===== src/pkg/dbt_pkg.sv =====
package dbt_pkg;

  // ==========================================================
  // Register map
  localparam logic [15:0] DBT_ADDR_CONTROL   = 16'hfe18;
  localparam logic [15:0] DBT_ADDR_PRESCALER = 16'hfe19;
  localparam logic [15:0] DBT_ADDR_LOW_CNT   = 16'hfe1a;
  localparam logic [15:0] DBT_ADDR_HIGH_CNT  = 16'hfe1b;
  localparam logic [15:0] DBT_ADDR_LOW_RLD   = 16'hfe1c;
  localparam logic [15:0] DBT_ADDR_HIGH_RLD  = 16'hfe1d;

  // ==========================================================
  // Reset values
  localparam logic [7:0] DBT_RST_CONTROL   = 8'h00;
  localparam logic [7:0] DBT_RST_PRESCALER = 8'h00;
  localparam logic [7:0] DBT_RST_COUNT     = 8'h00;
  localparam logic [7:0] DBT_RST_RELOAD    = 8'h00;
  localparam logic [7:0] DBT_RST_UNMAPPED  = 8'h00;
  localparam logic       DBT_RST_PIN       = 1'b1;
  localparam logic       DBT_RST_PHASE     = 1'b0;
  localparam logic [7:0] DBT_RELOAD_ONES   = 8'hff;
  localparam logic [7:0] DBT_COUNT_TOP     = 8'hff;

  // ==========================================================
  // Control register fields
  localparam int DBT_BIT_HIGH_RUN  = 7;
  localparam int DBT_BIT_LOW_RUN   = 6;
  localparam int DBT_BIT_LENGTH    = 5;
  localparam int DBT_BIT_OUT_MODE  = 4;
  localparam int DBT_BIT_HIGH_FLAG = 3;
  localparam int DBT_BIT_HIGH_IE   = 2;
  localparam int DBT_BIT_LOW_FLAG  = 1;
  localparam int DBT_BIT_LOW_IE    = 0;

  // ==========================================================
  // Prescaler control fields
  localparam int DBT_BIT_HIGH_PRE_EN = 7;
  localparam int DBT_POS_HIGH_CODE   = 4;
  localparam int DBT_BIT_LOW_PRE_EN  = 3;
  localparam int DBT_POS_LOW_CODE    = 0;
  localparam int DBT_CODE_W          = 3;

  // ==========================================================
  // Operating modes {bit length, output mode}
  typedef enum logic [1:0] {
    DBT_MODE_DUAL_TIMER  = 2'b00,
    DBT_MODE_DUAL_PWM    = 2'b01,
    DBT_MODE_CASCADE     = 2'b10,
    DBT_MODE_CASCADE_PWM = 2'b11
  } dbt_mode_t;

  // ==========================================================
  // Terminal count of a prescaler: 0 when off, 2^(code+1)-1 when on
  function automatic logic [7:0] dbt_prescale_limit(input logic en, input logic [2:0] code);
    logic [8:0] div;
    div = 9'h002 << code;
    dbt_prescale_limit = en ? 8'(div - 9'h001) : 8'h00;
  endfunction : dbt_prescale_limit

endpackage : dbt_pkg


===== src/rtl/dbt_prescaler.sv =====
`timescale 1ns/1ps
module dbt_prescaler #(
  parameter int PRE_W = 8
) (
  input  wire logic                         i_clk,
  input  wire logic                         i_rst_n,
  input  wire logic                         i_clear,
  input  wire logic                         i_tick,
  input  wire logic                         i_enable,
  input  wire logic [dbt_pkg::DBT_CODE_W-1:0] i_code,
  output logic                              o_tick
);
  import dbt_pkg::*;

  initial begin
    if (PRE_W != 8) begin
      $error("dbt_prescaler supports PRE_W of 8 only");
    end
  end

  // ==========================================================
  // Divide counter
  logic [PRE_W-1:0] cnt_q;
  logic [PRE_W-1:0] cnt_d;
  logic [PRE_W-1:0] limit;

  always_comb begin
    limit  = dbt_prescale_limit(i_enable, i_code);
    o_tick = i_tick && (cnt_q == limit);
    cnt_d  = cnt_q;
    if (i_clear) begin
      cnt_d = '0;
    end else if (o_tick) begin
      cnt_d = '0;
    end else if (i_tick) begin
      cnt_d = PRE_W'(cnt_q + 1'b1);
    end
  end

  always_ff @(posedge i_clk or negedge i_rst_n) begin
    if (!i_rst_n) begin
      cnt_q <= '0;
    end else begin
      cnt_q <= cnt_d;
    end
  end

endmodule : dbt_prescaler


===== src/rtl/dbt_timer.sv =====
// Notes on behaviour
// - Two control bits pick one of four modes: timers, PWMs, cascade, cascade with PWM.
// - Mode 0: two independent 8-bit timers counting half-rate cycle ticks.
// - Mode 0: low half may count external events; high half only half-rate ticks.
// - Mode 0: half period (reload+1)*prescale*2 cycles; output toggles each period.
// - Mode 1: two 8-bit PWMs, period 256*prescale, low time (reload+1)*prescale.
// - Mode 2: high half counts low-half periods, forming a 16-bit timer/counter.
// - Mode 2: low output toggles per low period, high output per full period.
// - Mode 3: low half is a PWM; high half counts its periods and toggles.
// - Each half's match (period end in timer modes, low-to-high point in PWM) raises its request when its enable bit is set.
// - Output high while its half stops; low while running with reload all ones.
// - Low prescaler runs only while the low run bit is set.
// - Low prescaler counts events or half-rate ticks in modes 0/2, cycles otherwise.
// - Prescaler divides by 1 when disabled, else by 2 up to 256.
// - Low prescaler clears whenever the timer stops.
// - High prescaler input: half-rate, cycle, low match, or low PWM period by mode.
// - Match buffer follows reload while stopped, reloads at zero count while running.
// - Low output toggles on match, or clears on overflow and sets on match.
// - Counters clear on match per mode; both clear and hold at zero when stopped.
//
// The strobed register port was decided locally.
`timescale 1ns/1ps
module dbt_timer #(
  parameter int CNT_W = 8
) (
  input  wire logic              i_clk,
  input  wire logic              i_resetn,
  input  wire logic [15:0]       i_addr,
  input  wire logic [CNT_W-1:0]  i_wdata,
  input  wire logic              i_wr,
  input  wire logic              i_rd,
  output logic      [CNT_W-1:0]  o_rdata,
  input  wire logic              i_ext_count_select,
  input  wire logic              i_external_irq_four_input,
  output logic                   o_low_half_output,
  output logic                   o_high_half_output,
  output logic                   o_low_half_irq,
  output logic                   o_high_half_irq
);
  import dbt_pkg::*;

  initial begin
    if (CNT_W != 8) begin
      $error("dbt_timer supports CNT_W of 8 only");
    end
    if (DBT_POS_LOW_CODE + DBT_CODE_W > DBT_BIT_LOW_PRE_EN) begin
      $error("dbt_timer low code field overlaps its enable bit");
    end
    if (DBT_POS_HIGH_CODE + DBT_CODE_W > DBT_BIT_HIGH_PRE_EN) begin
      $error("dbt_timer high code field overlaps its enable bit");
    end
  end

  // ==========================================================
  // Reset release
  logic [1:0] rst_sync_q;
  logic       rst_n;

  always_ff @(posedge i_clk or negedge i_resetn) begin
    if (!i_resetn) begin
      rst_sync_q <= 2'b00;
    end else begin
      rst_sync_q <= {rst_sync_q[0], 1'b1};
    end
  end

  assign rst_n = rst_sync_q[1];

  // ==========================================================
  // Registers
  logic [CNT_W-1:0] timer_control_reg_q;
  logic [CNT_W-1:0] timer_control_reg_d;
  logic [CNT_W-1:0] prescaler_control_reg_q;
  logic [CNT_W-1:0] prescaler_control_reg_d;
  logic [CNT_W-1:0] low_half_reload_value_q;
  logic [CNT_W-1:0] low_half_reload_value_d;
  logic [CNT_W-1:0] high_half_reload_value_q;
  logic [CNT_W-1:0] high_half_reload_value_d;
  logic [CNT_W-1:0] low_half_counter_q;
  logic [CNT_W-1:0] low_half_counter_d;
  logic [CNT_W-1:0] high_half_counter_q;
  logic [CNT_W-1:0] high_half_counter_d;
  logic [CNT_W-1:0] low_buf_q;
  logic [CNT_W-1:0] low_buf_d;
  logic [CNT_W-1:0] high_buf_q;
  logic [CNT_W-1:0] high_buf_d;
  logic             low_out_q;
  logic             low_out_d;
  logic             high_out_q;
  logic             high_out_d;
  logic             half_rate_q;
  logic             half_rate_d;
  logic [CNT_W-1:0] rdata_q;
  logic [CNT_W-1:0] rdata_d;

  logic             low_half_run;
  logic             high_half_run;
  logic             output_mode_select;
  dbt_mode_t        mode;
  logic             low_src_tick;
  logic             high_src_tick;
  logic             low_pre_tick;
  logic             high_pre_tick;
  logic             low_match;
  logic             low_ovf;
  logic             high_match;
  logic             high_ovf;
  logic             high_pwm;
  logic             wr_ctrl;
  logic             sel_ctrl;
  logic             sel_pre;
  logic             sel_low_cnt;
  logic             sel_high_cnt;
  logic             sel_low_rld;
  logic             sel_high_rld;

  assign low_half_run       = timer_control_reg_q[DBT_BIT_LOW_RUN];
  assign high_half_run      = timer_control_reg_q[DBT_BIT_HIGH_RUN];
  assign output_mode_select = timer_control_reg_q[DBT_BIT_OUT_MODE];
  assign mode               = dbt_mode_t'({timer_control_reg_q[DBT_BIT_LENGTH], output_mode_select});
  assign high_pwm           = (mode == DBT_MODE_DUAL_PWM);

  // ==========================================================
  // Count sources
  always_comb begin
    half_rate_d = ~half_rate_q;
    if (output_mode_select) begin
      low_src_tick = low_half_run;
    end else if (i_ext_count_select) begin
      low_src_tick = low_half_run && i_external_irq_four_input;
    end else begin
      low_src_tick = low_half_run && half_rate_q;
    end
    case (mode)
      DBT_MODE_DUAL_TIMER:  high_src_tick = high_half_run && half_rate_q;
      DBT_MODE_DUAL_PWM:    high_src_tick = high_half_run;
      DBT_MODE_CASCADE:     high_src_tick = high_half_run && low_match;
      default:              high_src_tick = high_half_run && low_ovf;
    endcase
  end

  dbt_prescaler #(
    .PRE_W (CNT_W)
  ) u_low_pre (
    .i_clk    (i_clk),
    .i_rst_n  (rst_n),
    .i_clear  (!low_half_run),
    .i_tick   (low_src_tick),
    .i_enable (prescaler_control_reg_q[DBT_BIT_LOW_PRE_EN]),
    .i_code   (prescaler_control_reg_q[DBT_POS_LOW_CODE +: DBT_CODE_W]),
    .o_tick   (low_pre_tick)
  );

  dbt_prescaler #(
    .PRE_W (CNT_W)
  ) u_high_pre (
    .i_clk    (i_clk),
    .i_rst_n  (rst_n),
    .i_clear  (!high_half_run),
    .i_tick   (high_src_tick),
    .i_enable (prescaler_control_reg_q[DBT_BIT_HIGH_PRE_EN]),
    .i_code   (prescaler_control_reg_q[DBT_POS_HIGH_CODE +: DBT_CODE_W]),
    .o_tick   (high_pre_tick)
  );

  // ==========================================================
  // Counters, match buffers and outputs
  always_comb begin
    low_match  = low_pre_tick && (low_half_counter_q == low_buf_q);
    low_ovf    = low_pre_tick && (low_half_counter_q == DBT_COUNT_TOP);
    high_match = high_pre_tick && (high_half_counter_q == high_buf_q);
    high_ovf   = high_pre_tick && (high_half_counter_q == DBT_COUNT_TOP);

    low_half_counter_d = low_half_counter_q;
    if (!low_half_run) begin
      low_half_counter_d = DBT_RST_COUNT;
    end else if (low_match && !output_mode_select) begin
      low_half_counter_d = DBT_RST_COUNT;
    end else if (low_pre_tick) begin
      low_half_counter_d = CNT_W'(low_half_counter_q + 1'b1);
    end

    high_half_counter_d = high_half_counter_q;
    if (!high_half_run) begin
      high_half_counter_d = DBT_RST_COUNT;
    end else if (high_match && !high_pwm) begin
      high_half_counter_d = DBT_RST_COUNT;
    end else if (high_pre_tick) begin
      high_half_counter_d = CNT_W'(high_half_counter_q + 1'b1);
    end

    low_buf_d = low_buf_q;
    if (!low_half_run || (low_pre_tick && low_half_counter_d == DBT_RST_COUNT)) begin
      low_buf_d = low_half_reload_value_q;
    end
    high_buf_d = high_buf_q;
    if (!high_half_run || (high_pre_tick && high_half_counter_d == DBT_RST_COUNT)) begin
      high_buf_d = high_half_reload_value_q;
    end

    low_out_d = low_out_q;
    if (!low_half_run) begin
      low_out_d = 1'b1;
    end else if (low_half_reload_value_q == DBT_RELOAD_ONES) begin
      low_out_d = 1'b0;
    end else if (output_mode_select) begin
      if (low_ovf) begin
        low_out_d = 1'b0;
      end else if (low_match) begin
        low_out_d = 1'b1;
      end
    end else if (low_match) begin
      low_out_d = ~low_out_q;
    end

    high_out_d = high_out_q;
    if (!high_half_run) begin
      high_out_d = 1'b1;
    end else if (high_half_reload_value_q == DBT_RELOAD_ONES) begin
      high_out_d = 1'b0;
    end else if (high_pwm) begin
      if (high_ovf) begin
        high_out_d = 1'b0;
      end else if (high_match) begin
        high_out_d = 1'b1;
      end
    end else if (high_match) begin
      high_out_d = ~high_out_q;
    end
  end

  // ==========================================================
  // Address decode
  always_comb begin
    sel_ctrl     = 1'b0;
    sel_pre      = 1'b0;
    sel_low_cnt  = 1'b0;
    sel_high_cnt = 1'b0;
    sel_low_rld  = 1'b0;
    sel_high_rld = 1'b0;
    if (i_addr == DBT_ADDR_CONTROL) begin
      sel_ctrl = 1'b1;
    end else if (i_addr == DBT_ADDR_PRESCALER) begin
      sel_pre = 1'b1;
    end else if (i_addr == DBT_ADDR_LOW_CNT) begin
      sel_low_cnt = 1'b1;
    end else if (i_addr == DBT_ADDR_HIGH_CNT) begin
      sel_high_cnt = 1'b1;
    end else if (i_addr == DBT_ADDR_LOW_RLD) begin
      sel_low_rld = 1'b1;
    end else if (i_addr == DBT_ADDR_HIGH_RLD) begin
      sel_high_rld = 1'b1;
    end
  end

  // ==========================================================
  // Register bus
  always_comb begin
    wr_ctrl                  = i_wr && sel_ctrl;
    timer_control_reg_d      = timer_control_reg_q;
    prescaler_control_reg_d  = prescaler_control_reg_q;
    low_half_reload_value_d  = low_half_reload_value_q;
    high_half_reload_value_d = high_half_reload_value_q;
    if (wr_ctrl) begin
      timer_control_reg_d = i_wdata;
    end
    if (i_wr && sel_pre) begin
      prescaler_control_reg_d = i_wdata;
    end else if (i_wr && sel_low_rld) begin
      low_half_reload_value_d = i_wdata;
    end else if (i_wr && sel_high_rld) begin
      high_half_reload_value_d = i_wdata;
    end
    if (low_match) begin
      timer_control_reg_d[DBT_BIT_LOW_FLAG] = 1'b1;
    end
    if (high_match) begin
      timer_control_reg_d[DBT_BIT_HIGH_FLAG] = 1'b1;
    end

    rdata_d = DBT_RST_UNMAPPED;
    if (!i_rd) begin
      rdata_d = DBT_RST_UNMAPPED;
    end else if (sel_ctrl) begin
      rdata_d = timer_control_reg_q;
    end else if (sel_pre) begin
      rdata_d = prescaler_control_reg_q;
    end else if (sel_low_cnt) begin
      rdata_d = low_half_counter_q;
    end else if (sel_high_cnt) begin
      rdata_d = high_half_counter_q;
    end else if (sel_low_rld) begin
      rdata_d = low_half_reload_value_q;
    end else if (sel_high_rld) begin
      rdata_d = high_half_reload_value_q;
    end
  end

  // ==========================================================
  // State registers
  always_ff @(posedge i_clk or negedge rst_n) begin
    if (!rst_n) begin
      timer_control_reg_q      <= DBT_RST_CONTROL;
      prescaler_control_reg_q  <= DBT_RST_PRESCALER;
      low_half_reload_value_q  <= DBT_RST_RELOAD;
      high_half_reload_value_q <= DBT_RST_RELOAD;
      rdata_q                  <= DBT_RST_UNMAPPED;
    end else begin
      timer_control_reg_q      <= timer_control_reg_d;
      prescaler_control_reg_q  <= prescaler_control_reg_d;
      low_half_reload_value_q  <= low_half_reload_value_d;
      high_half_reload_value_q <= high_half_reload_value_d;
      rdata_q                  <= rdata_d;
    end
  end

  always_ff @(posedge i_clk or negedge rst_n) begin
    if (!rst_n) begin
      low_half_counter_q  <= DBT_RST_COUNT;
      high_half_counter_q <= DBT_RST_COUNT;
      low_buf_q           <= DBT_RST_RELOAD;
      high_buf_q          <= DBT_RST_RELOAD;
    end else begin
      low_half_counter_q  <= low_half_counter_d;
      high_half_counter_q <= high_half_counter_d;
      low_buf_q           <= low_buf_d;
      high_buf_q          <= high_buf_d;
    end
  end

  always_ff @(posedge i_clk or negedge rst_n) begin
    if (!rst_n) begin
      low_out_q   <= DBT_RST_PIN;
      high_out_q  <= DBT_RST_PIN;
      half_rate_q <= DBT_RST_PHASE;
    end else begin
      low_out_q   <= low_out_d;
      high_out_q  <= high_out_d;
      half_rate_q <= half_rate_d;
    end
  end

  // ==========================================================
  // Outputs
  assign o_rdata            = rdata_q;
  assign o_low_half_output  = low_out_q;
  assign o_high_half_output = high_out_q;
  assign o_low_half_irq     = timer_control_reg_q[DBT_BIT_LOW_FLAG] && timer_control_reg_q[DBT_BIT_LOW_IE];
  assign o_high_half_irq    = timer_control_reg_q[DBT_BIT_HIGH_FLAG] && timer_control_reg_q[DBT_BIT_HIGH_IE];

endmodule : dbt_timer


===== config.mk =====
export PLATFORM = sky130hd
export DESIGN_NAME = dbt_timer
export DESIGN_NICKNAME = d
export VERILOG_FILES = /design/src/pkg/dbt_pkg.sv /design/src/rtl/dbt_prescaler.sv /design/src/rtl/dbt_timer.sv
export SDC_FILE = /design/constraint.sdc
export NUM_CORES = 1
export LEC_CHECK = 0
export BUFFER_PORTS_ARGS = -buffer_cell sky130_fd_sc_hd__buf_2
export CAP_MARGIN = 10
export CORE_UTILIZATION = 56
export CTS_BUF_LIST = sky130_fd_sc_hd__clkbuf_8
export DETAILED_ROUTE_END_ITERATION = 12
export HOLD_SLACK_MARGIN = 0.1
export PLACE_DENSITY = 0.82
export REMOVE_ABC_BUFFERS = 1
export SLEW_MARGIN = 0
export SYNTH_ARGS = -nofsm -noshare
export SYNTH_HDL_FRONTEND = slang
export SYNTH_HIERARCHICAL = 1
export SYNTH_SLANG_ARGS = --single-unit

===== constraint.sdc =====
create_clock -name i_clk -period 2.95 [get_ports i_clk]
set_input_delay 0.295 -clock i_clk [delete_from_list [all_inputs] [get_ports i_clk]]
set_output_delay 0.295 -clock i_clk [all_outputs]
set_load 0.005 [all_outputs]

# Word-level counts from Yosys, hierarchy flattened

Index checks and enable logic that the tools add are counted.

Output and inout bits: 12
Register bits: 93
Logic and storage cells: 148
Bits of input ports: 30

Shift operators: 2
Mux-type cells: 60
Equal/unequal tests: 22
Bitwise operators: 5
$add $sub $neg: 6
Reduce and logical (&&, ||, !) cells: 36

Operators by type and width:

| kind                                                   | count |
|---|---|
| two-way mux 8 bit                                      | 21 |
| == test 16 bit (second input constant)                 | 6 |
| two-way mux 1 bit                                      | 37 |
| adder 8 x 1 -> 8 bit (second input constant)           | 4 |
| == test 8 bit                                          | 4 |
| == test 8 bit (second input constant)                  | 4 |
| logical AND 1 bit                                      | 21 |
| logical NOT 8 bit                                      | 2 |
| << shifter 2 x 3 -> 8 bit (first input constant)       | 2 |
| subtractor 8 x 1 -> 8 bit (second input constant)      | 2 |
| inequality test 4 x 1 -> 1 bit (second input constant) | 3 |
| inequality test 3 x 1 -> 1 bit (second input constant) | 2 |
| AND reduction 2 bit                                    | 3 |
| NOT 1 bit                                              | 5 |
| logical NOT 1 bit                                      | 4 |
| two-way mux 4 bit                                      | 1 |
| inequality test 4 x 2 -> 1 bit (second input constant) | 1 |
| nonzero test 2 bit                                     | 2 |
| case mux 1 bit (3 select lines)                        | 1 |
| AND reduction 3 bit                                    | 1 |
| == test 2 x 1 -> 1 bit (second input constant)         | 1 |
| == test 2 bit (second input constant)                  | 1 |
| logical NOT 2 bit                                      | 1 |
| logical OR 1 bit                                       | 2 |

# Longest topological paths before layout

Gate-level depths: netlist of the first run.

Word-level depth: 16
Mapped depth: 25
Depth with buffers taken out: 21

# Cells and area by module

Netlist of the first run, hierarchy kept.

Modules (own cells, without submodules):

| module        | times used | area an instance (µm²) | cells an instance | seq. area each (µm²) |
|---|---|---|---|---|
| dbt_timer     | 1          | 3921.3                 | 362               | 1929.4 |
| dbt_prescaler | 2          | 710.7                  | 82                | 200.2 |

# Worst setup path after synthesis of the first run

Ideal clock, no wire load.

Kind: register to register
Start point: register prescaler_control_reg_q[0]
End point: register high_buf_q[0]
Buffers on the path: 4
Slack: -2.826 ns
Period minus slack after synthesis: 5.776 ns
Data arrival time: 5.652 ns
Setup time: 0.125 ns
Cell stages (with the launch flop): 25
Path through: dfrtp_1 > buf_6 > or3_1 > ha_1 > buf_4 > xor2_1 > a2bb2o_1 > nand2_1 > xnor2_1 > nor4_4 > buf_2 > o21ai_0 > nor4b_2 > nand2_1 > a21oi_1 > o21a_1 > o2111ai_1 > nor4_4 > buf_2 > and3_1 > or3_1 > a21oi_1 > a22o_1 > a31oi_2 > mux2_2

Cells in the longest elaborated chain, start to end: 16
Elaborated cells between the ends (all ways): 19
Those cells by class: add/sub: 1; eq/ne: 1; shift: 1; mux: 5; reduce/logical: 11

RTL lines:

| item                                        | line                               | RTL |
|---|---|---|
| from (decl)                                 | dbt_timer.sv:73                    | `logic [CNT_W-1:0] prescaler_control_reg_q;` |
| from (signal assigned)                      | dbt_timer.sv:310                   | `prescaler_control_reg_q <= prescaler_control_reg_d;` |
| << shifter 2 x 3 -> 8 bit (*)               | dbt_pkg.sv:56                      | `div = 9'h002 << code;` |
| subtractor 8 x 1 -> 8 bit (*)               | dbt_pkg.sv:57                      | `dbt_prescale_limit = en ? 8'(div - 9'h001) : 8'h00;` |
| two-way mux 8 bit (*)                       | dbt_pkg.sv:57                      |  |
| == test 8 bit (*)                           | dbt_prescaler.sv:29                | `o_tick = i_tick && (cnt_q == limit);` |
| logical AND 1 bit (*)                       | dbt_prescaler.sv:29                |  |
| via low_pre_tick                            | dbt_timer.sv:102                   | `logic low_pre_tick;` |
| logical AND 1 bit, on equally long branches | dbt_timer.sv:170, dbt_timer.sv:169 |  |
| logical AND 1 bit, on equally long branches | dbt_timer.sv:138, dbt_timer.sv:137 |  |
| [1 not listed]                              | n/a                                |  |
| via high_src_tick                           | dbt_timer.sv:101                   | `logic high_src_tick;` |
| [1 not listed]                              | n/a                                |  |
| via high_pre_tick                           | dbt_timer.sv:103                   | `logic high_pre_tick;` |
| logical AND 1 bit                           | dbt_timer.sv:171                   | `high_match = high_pre_tick && (high_half_counter_q == high_buf_q);` |
| logical AND 1 bit                           | dbt_timer.sv:186                   | `end else if (high_match && !high_pwm) begin` |
| two-way mux 8 bit                           | dbt_timer.sv:186                   |  |
| two-way mux 8 bit                           | dbt_timer.sv:184                   | `if (!high_half_run) begin` |
| logical NOT 8 bit                           | dbt_timer.sv:197                   | `if (!high_half_run \|\| (high_pre_tick && high_half_counter_d == DBT_RST_COUNT)) begin` |
| logical AND 1 bit (*)                       | dbt_timer.sv:197                   |  |
| logical OR 1 bit (*)                        | dbt_timer.sv:197                   |  |
| to (signal assigned)                        | dbt_timer.sv:327                   | `high_buf_q <= high_buf_d;` |
| to (decl)                                   | dbt_timer.sv:85                    | `logic [CNT_W-1:0] high_buf_q;` |

Mark *: on every way through the listed nets, which the timed path passes. The rest lies on a longest branch.
A chain may end at the register's enable or synchronous reset.

# Worst setup path after layout of the first run

Start point: register prescaler_control_reg_q[2]
End point: register high_buf_q[4]

The elaborated chain is that of the path after synthesis.

==> run summary, run 1 <==
Largest family of logic cells by synthesized area - simple AND/OR/NAND/NOR gates
Site Rows - 35
Critical Path RT - 3.21 ns
PD cells - 518 mW/mm^2
Worst r2r dst - high_buf_q[4]
Die Y - 99.7 microns
Hold slack - 0.220 ns
Total CTS buffers - 9
Pre-antenna DRT Iters - 6
Max-slew violation count - 0
Fmax - 0.199 GHz
Mapped Avg Cell Area - 10.2 sq um
Detail Placement HPWL - 10100 microns
Initial Utilization - 0.578
Synthesized flop and latch total - 93
GR Util All Layers - 0.326
Final Setup Violations - 43
WS Path Type - register to register
Crit path max fanout - 8
Clock slew seen by the registers of the worst setup and hold paths - 0.10 ns
Most common library cells after synthesis - 91 x dfrtp_1, 46 x nand2_1, 44 x mux2_2
Initial drt markers - 643
Design area - 0.00679 sq mm
CTS tree - yes
Distinct cell type count after synthesis - 63
Die area - 0.00994 sq mm
VDD IR max - 369 uV
Clk sink count - 93
Grt total ovfl - 0
Placed Area - 0.00610 sq mm
Sequential fraction of the synthesis area - 0.436
Number of flops mapped to enable cells by yosys - 0
Reg2Reg Launch Point - prescaler_control_reg_q[2]
Area Growth Syn to Fin - 27.0%
Simple-Gate Fraction of Synth Area - 0.191
Antenna violations before repair - 0
Compound-cell area share of the yosys netlist - 0.125
Post-DRT Antenna Nets - 0
Largest net degree at the start of global routing - 92
Buffers on Ports - 41
Leak - 3.08 nW
Root buffer cell - clkbuf_8
Startpoint Class - register
Synth Area in XOR/XNOR - 0.0754
Fin crit period - 5.03 ns
Via-to-Cell Ratio - 6.58
Slew HR - 0.518
Status - finished, violations left
Share of cells above drive strength 1 - 0.386
RSZ-0062 raised after global routing - yes
Post-synth ARST share - 1.00
Total Wirelength - 16900 microns
Worst-skew pair later-pin latency - 0.38 ns
Prevailing post-synth register cell - dfrtp_1
First-pass GRT wire length - 24900 microns
Clk_skew - 0.0199 ns
I/O pin count - 42
Failing checks - negative setup slack
Ys Warns - 6
Worst min path class - input pin to asynchronous set/reset pin
H-tree depth - 3
Slew @ Worst Pin - 0.721 ns
GPL Wtd Cong - 0.892
Final worst slack - -2.08 ns
DR vias - 5026
DR WL/cell - 22.2 microns
Core ar. - 0.00924 sq mm
R2R Setup Slk - -2.08 ns
DRC - 0
Vias in the first global route - 4769
Longest Clk Path Bufs - 2
Cells on worst reg2reg path - 21
Synth area leaders - dfrtp_1 43%, mux2_2 9.3%, xnor2_1 3.8%
Mapped cell area - 0.00534 sq mm
Mux contribution to synthesized area - 0.119
Finished Core Util - 0.735
Max-Cap Viols - 0
Critical Path AT - 5.28 ns
Final Hold Vio Count - 0
Synth area leader - dfrtp_1
Yosys top cell area share - 0.426
Period utilization - 1.70
Adder-cell share of the synthesized area - 0.0141
Mapped Cells - 526
Count leader, synth - dfrtp_1
Number of diodes - 0
Fin nets - 666
Crit. End Element - register
Die W - 99.7 microns
-- cells by family after synthesis --
| logic type | count (synthesis) |
|---|---|
| compound gates | 97 |
| xor+xnor | 46 |
| fa+ha+maj | 6 |
| buf+inv | 43 |
| flops | 93 |
| mux | 58 |
| other cells | 1 |
| simple gates | 182 |
-- layout by cell type, fill, tap and decap left out, types with 13 or more instances in the layout --
cell / n
buf_2: 41
buf_4: 70
buf_6: 13
dfrtp_1: 90
mux2_2: 27
mux2_4: 17
mux2i_1: 14
nand2_1: 40
nand4_1: 18
nor2_1: 32
nor3_1: 18
o21ai_0: 35
xnor2_1: 19
xor2_1: 21
-- worst max path at each step --
stage	from	endpoint	slack, ns	cells past startpoint
floorplan	prescaler_control_reg_q[0]	high_buf_q[0]	-2.96	19
global placement	prescaler_control_reg_q[1]	high_buf_q[7]	-1.84	20
detailed placement	prescaler_control_reg_q[1]	high_buf_q[3]	-2.08	22
CTS	prescaler_control_reg_q[1]	high_buf_q[4]	-1.80	19
global route	prescaler_control_reg_q[1]	high_buf_q[0]	-2.21	25
finish	prescaler_control_reg_q[2]	high_buf_q[4]	-2.08	21
-- what timing repair did --
| action | in CTS | in global routing |
|---|---|---|
| setup endpoints to repair | 43 | 49 |
| resized for setup | 52 | 41 |
| cloned | 0 | 0 |
| pin swaps | 28 | 30 |
| hold buffers | 1 | 0 |
| endpoints found under the hold margin | 2 | 0 |
| setup buffers | 17 | 12 |
-- critical path: stages (launching register included) --
cell	delay [ns]
dfrtp_1	0.39
or3_4	0.41
ha_4	0.19
or4b_4	0.49
nand4_1	0.11
a41oi_2	0.16
nor4_4	0.24
o21ai_1	0.16
nor4b_2	0.35
nand2_1	0.15
a21oi_2	0.16
o21a_4	0.19
o2111ai_4	0.12
nor4_4	0.39
and3_4	0.25
buf_6	0.10
nand3_2	0.07
a21oi_2	0.19
a22o_1	0.21
a31oi_2	0.11
buf_6	0.17
mux2_4	0.30
-- layout make-up --
cell class	count	area (sq um)
flip-flops and latches	93	2330
well taps	129	161
repair buffers	127	935
clock inverters	5	33.8
fillers	564	2450
clock buffers	11	151
inverters	9	33.8
multi-input cells	390	3140
-- power breakdown --
| part | internal [W] | switching (W) | total, W | leakage, nW |
|---|---|---|---|---|
| sequential | 0.00141 | 0.000237 | 0.00164 | 1.23 |
| combinational | 0.000507 | 0.000549 | 0.00106 | 1.75 |
| clock | 0.000353 | 0.000464 | 0.000816 | 0.0917 |
-- routing by layer --
metal,share of wire,track usage,up-vias
met2,0.46,0.511,341
met1,0.37,0.419,2448
met4,0.062,0.175,0
met5,0,0,-
li1,-,-,2106
met3,0.10,0.0773,131
-- stage by stage --
stage	TNS (ns)	setup WS [ns]	power, W	instances
2_1_floorplan	-73.77	-2.96	0.00215	492
3_3_place_gp	-42.87	-1.84	0.00246	735
3_5_place_dp	-50.25	-2.08	0.00252	735
4_1_cts	-41.75	-1.80	0.00340	765
5_1_grt	-54.62	-2.21	0.00367	764
6_report	-49.52	-2.08	0.00351	764
Note: power is estimated with default switching activity, not from simulation.
==> run 2: changes to the inputs <==
--- a/config.mk
+++ b/config.mk
@@ -7,11 +7,11 @@
 export LEC_CHECK = 0
 export BUFFER_PORTS_ARGS = -buffer_cell sky130_fd_sc_hd__buf_2
 export CAP_MARGIN = 10
-export CORE_UTILIZATION = 56
+export CORE_UTILIZATION = 40
 export CTS_BUF_LIST = sky130_fd_sc_hd__clkbuf_8
 export DETAILED_ROUTE_END_ITERATION = 12
 export HOLD_SLACK_MARGIN = 0.1
-export PLACE_DENSITY = 0.82
+export PLACE_DENSITY = 0.63
 export REMOVE_ABC_BUFFERS = 1
 export SLEW_MARGIN = 0
 export SYNTH_ARGS = -nofsm -noshare
==> run 2 against run 1 <==
Net effect: the run still ends with negative setup slack left; via count decreased by 8.8%; critical endpoint is now high_buf_q[1]; first-iteration DRC count decreased by 58%; worst hold slack got worse by 0.0051 ns; non-clock buffer count increased by 19; largest power group unchanged; sequential power about the same; critical path type unchanged; worst setup slack improved by 0.13 ns.
==> run summary, run 2 (same netlist as run 1, synthesis figures left out) <==
Commonest non-fill, non-tap cells in the layout - 90 x dfrtp_1, 81 x buf_4, 42 x nand2_1
VDD IR max - 256 uV
H-tree depth - 3
Met3 Track Usage GR - 0.0315
Cells on worst reg2reg path - 24
Crit path max-delay family - simple AND/OR/NAND/NOR gates
Crit path top cell by count - buf_4
Post-DRT Antenna Nets - 0
Placed insts - 787
Clk_skew - 0.00933 ns
Area Growth Syn to Fin - 29.5%
Slew HR - 0.516
Site Rows - 41
Period utilization - 1.66
Total power - 0.00354 W
Fin nets - 685
Final Hold Vio Count - 0
Slew @ Worst Pin - 0.717 ns
Via-to-Cell Ratio - 5.55
Root buffer cell - clkbuf_8
Final worst slack - -1.95 ns
Final cell count without fillers - 825
Largest net degree at the start of global routing - 53
WS Path Type - register to register
Die Y - 118 microns
Critical Path RT - 3.22 ns
Number of cells on the critical path - 24
Core ar. - 0.0128 sq mm
Buffers on Ports - 41
Startpoint Class - register
Crit. End Element - register
GPL Wtd Cong - 0.880
Worst min path class - input pin to register
Design area - 0.00692 sq mm
Die W - 118 microns
Critical Path AT - 5.17 ns
Initial drt markers - 273
Final Setup Violations - 43
Placed Area - 0.00622 sq mm
DR vias - 4582
Die area - 0.0138 sq mm
Critical-path cell list - buf_6 > nor2_4 > nand2_2 > ha_4 > buf_4 > buf_4 > nor3b_2 > o21ai_2 > a311oi_2 > a41oi_2 > nor4_4 > buf_4 > nand2_2 > nor3_2 > and4_1 > o21a_1 > o2111ai_2 > nor4_4 > nand2_1 > or3_1 > xor2_1 > a31oi_2 > buf_6 > mux2_4
Met2 Track Usage GR - 0.326
GR peak layer - met2
Hold Path Depth - 3
I/O pin count - 42
GR Util All Layers - 0.216
Most common cell after layout, fill and taps aside - dfrtp_1
Initial Utilization - 0.417
Met1 usage - 0.312
Fmax - 0.204 GHz
Longest Clk Path Bufs - 2
Critical Path Max Stage Delay - 0.39 ns
First-pass GRT wire length - 23400 microns
CP bufs+invs - 5
Crit path max fanout - 10
Setup TNS - -60.19 ns
DR WL/cell - 17.7 microns
Max-slew violation count - 0
Clk sink count - 93
Status - finished, violations left
Clock slew seen by the registers of the worst setup and hold paths - 0.09 ns
Fin crit period - 4.90 ns
Max-Cap Viols - 0
RSZ-0062 raised after global routing - yes
Vias in the first global route - 4392
Worst-skew pair later-pin latency - 0.38 ns
Failing checks - negative setup slack
Total Wirelength - 14600 microns
Total CTS buffers - 9
PD cells - 512 mW/mm^2
DP Worst Slack - -2.10 ns
Grt total ovfl - 0
Detail Placement HPWL - 10300 microns
Leak - 3.16 nW
CP max-delay cell - or3_1
CTS tree - yes
DRC - 0
Share of cells above drive strength 1 - 0.389
Number of diodes - 0
Pre-antenna DRT Iters - 5
Antenna violations before repair - 0
==> run 2: changes by cell type in the layout (fill, tap and decap cells not counted), moves of 2 or more <==
cell and delta:
nand3_1 +2, xnor2_2 -3, o21ai_0 -3, and3_1 +2
o21ai_2 +2, buf_6 +8, clkinv_2 -2, nand2_1 +2
buf_4 +11, nand3_2 -2, xnor2_1 +3, and3_4 -3
nor4b_2 -2
==> run 2: worst paths after layout <==
path / start / to / slack (ns)
worst max-delay path: prescaler_control_reg_q[1] / high_buf_q[1] / -1.95
worst min register to register: rst_sync_q[0] / rst_sync_q[1] / 0.36
worst max register to register: prescaler_control_reg_q[1] / high_buf_q[1] / -1.95
min in group asynchronous: i_resetn / rst_sync_q[1] / 0.22
worst min-delay path: i_wdata[7] / timer_control_reg_q[7] / 0.21
max in group asynchronous: rst_sync_q[1] / high_half_reload_value_q[0] / 1.83
==> run 2: repair_timing <==
item	CTS	global route
gates resized for setup	51	29
buffers inserted	41	11
pin swaps	26	19
hold endpoints to repair	2	0
hold buffers	1	0
setup endpoints to repair	43	44
==> run 2: final cells by class <==
type                            instances  area (sq um)
Tap cell                              172           215
Sequential cell                        93          2330
Clock buffer                           11           151
Clock inverter                          4          55.1
Inverter                                9          33.8
Multi-Input combinational cell        390          3030
Fill cell                            1126          5910
Timing Repair Buffer                  146          1090
==> run 2: power breakdown <==
group	switching [W]	leakage (nW)	total, W	internal, W
clock	0.000476	0.102	0.000914	0.000438
combinational	0.000489	1.82	0.00101	0.000520
sequential	0.000214	1.23	0.00162	0.00141
total	0.00118	3.16	0.00354	0.00236
==> run 2: worst min-delay path, stage by stage <==
cell and delay (ns):
buf_2 0.15, nand2_1 0.06, o21ai_0 0.06
==> run 2: through the flow <==
stage | hold slack [ns] | util
final | 0.215 | 0.539
after global routing | 0.212 | 0.539
after CTS | 0.202 | 0.526
after detailed placement | 0.0808 | 0.485
after global placement | 0.0799 | 0.485
after floorplan | -0.000591 | -
==> run 2: routing by layer <==
metal	up-vias	routed length, microns
li1	2154	-
met5	-	0
met3	28	787
met4	0	348
met1	2245	6710
met2	155	6720
==> run 3: changes to the inputs <==
--- a/config.mk
+++ b/config.mk
@@ -8,7 +8,7 @@
 export BUFFER_PORTS_ARGS = -buffer_cell sky130_fd_sc_hd__buf_2
 export CAP_MARGIN = 10
 export CORE_UTILIZATION = 40
-export CTS_BUF_LIST = sky130_fd_sc_hd__clkbuf_8
+export CTS_BUF_LIST = sky130_fd_sc_hd__clkbuf_2
 export DETAILED_ROUTE_END_ITERATION = 12
 export HOLD_SLACK_MARGIN = 0.1
 export PLACE_DENSITY = 0.63
==> run 3 against run 2 <==
Net effect: the flow still finishes with violations (negative setup slack); design area rose by 0.78%; fmax fell by 0.57%; worst hold slack better by 0.079 ns; clock skew rose by 0.019 ns; largest cell class unchanged; largest power group unchanged; highest routed layer unchanged.
==> run summary, run 3 (same netlist as run 1, synthesis figures left out) <==
I/O pin count - 42
Crit path max fanout - 8
Die W - 118 microns
Worst min path class - input pin to register
Area Growth Syn to Fin - 30.5%
Final Hold Vio Count - 0
Critical Path RT - 3.43 ns
DR vias - 4660
Worst r2r dst - high_buf_q[7]
Pre-antenna DRT Iters - 5
Crit. End Element - register
Post-DRT Antenna Nets - 0
DRC - 0
Startpoint Class - register
R2R Setup Slk - -1.98 ns
Critical Path AT - 5.40 ns
Placed insts - 787
RSZ-0062 raised after global routing - yes
Share of cells above drive strength 1 - 0.389
Reg2Reg Launch Point - prescaler_control_reg_q[2]
Largest net degree at the start of global routing - 53
Die Y - 118 microns
Max-slew violation count - 0
Critical Path Max Stage Delay - 0.49 ns
Die area - 0.0138 sq mm
Period utilization - 1.67
DR WL/cell - 17.4 microns
Root buffer cell - clkbuf_2
GR Util All Layers - 0.213
Total CTS buffers - 9
Fillers - 1131
Total Wirelength - 14600 microns
CTS tree - yes
Detail Placement HPWL - 10300 microns
Vias in the first global route - 4454
Crit path max-delay family - simple AND/OR/NAND/NOR gates
PD cells - 473 mW/mm^2
WS Path Type - register to register
Via-to-Cell Ratio - 5.57
Initial Utilization - 0.417
Failing checks - negative setup slack
Grt total ovfl - 0
Initial drt markers - 278
Antenna violations before repair - 1
Worst Hold End - o_rdata[6]
H-tree depth - 3
Status - finished, violations left
Final Setup Violations - 43
Leak - 3.19 nW
Final worst slack - -1.98 ns
CP max-delay cell - or4b_4
Placed Area - 0.00622 sq mm
Buffers on Ports - 41
FF+latch area - 0.00233 sq mm
Site Rows - 41
Core ar. - 0.0128 sq mm
Multi-input gate area - 0.00307 sq mm
Critical-path cell list - or3_4 > ha_4 > or4b_4 > nand4_1 > a41oi_2 > nor4_4 > o21ai_1 > nor4b_2 > nand2_1 > a21oi_2 > o21a_1 > o2111ai_2 > nor4_4 > buf_4 > nand4_1 > a22o_1 > a31oi_2 > buf_6 > mux2_4
DP Worst Slack - -2.10 ns
Cells on worst reg2reg path - 19
Total power - 0.00330 W
Clock slew seen by the registers of the worst setup and hold paths - 0.26 ns
Fmax - 0.203 GHz
Hold Startpoint - i_addr[12]
Slew HR - 0.534
Final cell count without fillers - 837
GPL Wtd Cong - 0.880
Commonest non-fill, non-tap cells in the layout - 90 x dfrtp_1, 81 x buf_4, 42 x nand2_1
Max-Cap Viols - 0
Worst-skew pair later-pin latency - 0.58 ns
CP bufs+invs - 2
Fin crit period - 4.93 ns
Clk sink count - 93
Fin nets - 696
First-pass GRT wire length - 23300 microns
VDD IR max - 230 uV
Slew @ Worst Pin - 0.700 ns
Most common cell after layout, fill and taps aside - dfrtp_1
Clk_skew - 0.0285 ns
Hold Path Depth - 5
CP Launch Point - prescaler_control_reg_q[2]
Design area - 0.00697 sq mm
Longest Clk Path Bufs - 2
## run 3: layout make-up
class / instances / area share
Antenna cell: 1 / 0.000359
Clock buffer: 9 / 0.00646
Clock inverter: 6 / 0.00898
Inverter: 9 / 0.00485
Multi-Input combinational cell: 390 / 0.441
Sequential cell: 93 / 0.335
Tap cell: 172 / 0.0309
Timing Repair Buffer: 157 / 0.173
## run 3: timing repair
action,CTS,global route
hold buffers,11,0
endpoints found under the hold margin,42,0
pin swaps,32,20
resized for setup,60,31
setup endpoints to repair,43,44
setup buffers,76,13
## run 3: worst max path at each step
| stage | to | cells after the start |
|---|---|---|
| floorplan | high_buf_q[0] | 19 |
| global placement | high_buf_q[0] | 21 |
| detailed placement | high_buf_q[1] | 21 |
| CTS | high_buf_q[1] | 20 |
| global route | high_buf_q[3] | 21 |
| finish | high_buf_q[7] | 19 |
## run 3: metrics by stage
stage                     setup TNS, ns  utilization  hold WS (ns)
final                            -61.03        0.544         0.294
after global routing             -69.16        0.544         0.324
after CTS                        -54.26        0.529         0.257
after detailed placement         -51.04        0.485        0.0808
after global placement           -44.23        0.485        0.0799
after floorplan                  -73.77            -     -0.000591
## run 3: per-layer routing
layer  vias to the layer above  global-route usage  wire [microns]
met3                        33              0.0213             772
met4                         0              0.0833             414
met2                       165               0.326            6710
li1                       2170                   -               -
met1                      2292               0.310            6680
met5                         -                   0               0
## run 3: report_power, final
group	switching, W	leakage, nW	total (W)	internal, W
clock	0.000446	0.0635	0.000636	0.000190
sequential	0.000213	1.23	0.00162	0.00141
combinational	0.000500	1.89	0.00104	0.000543
total	0.00116	3.19	0.00330	0.00214
## run 3: worst min-delay path: stages
cell      delay, ns
buf_2          0.09
nand3_1        0.11
nor2_1         0.09
o311ai_0       0.17
a21oi_1        0.11
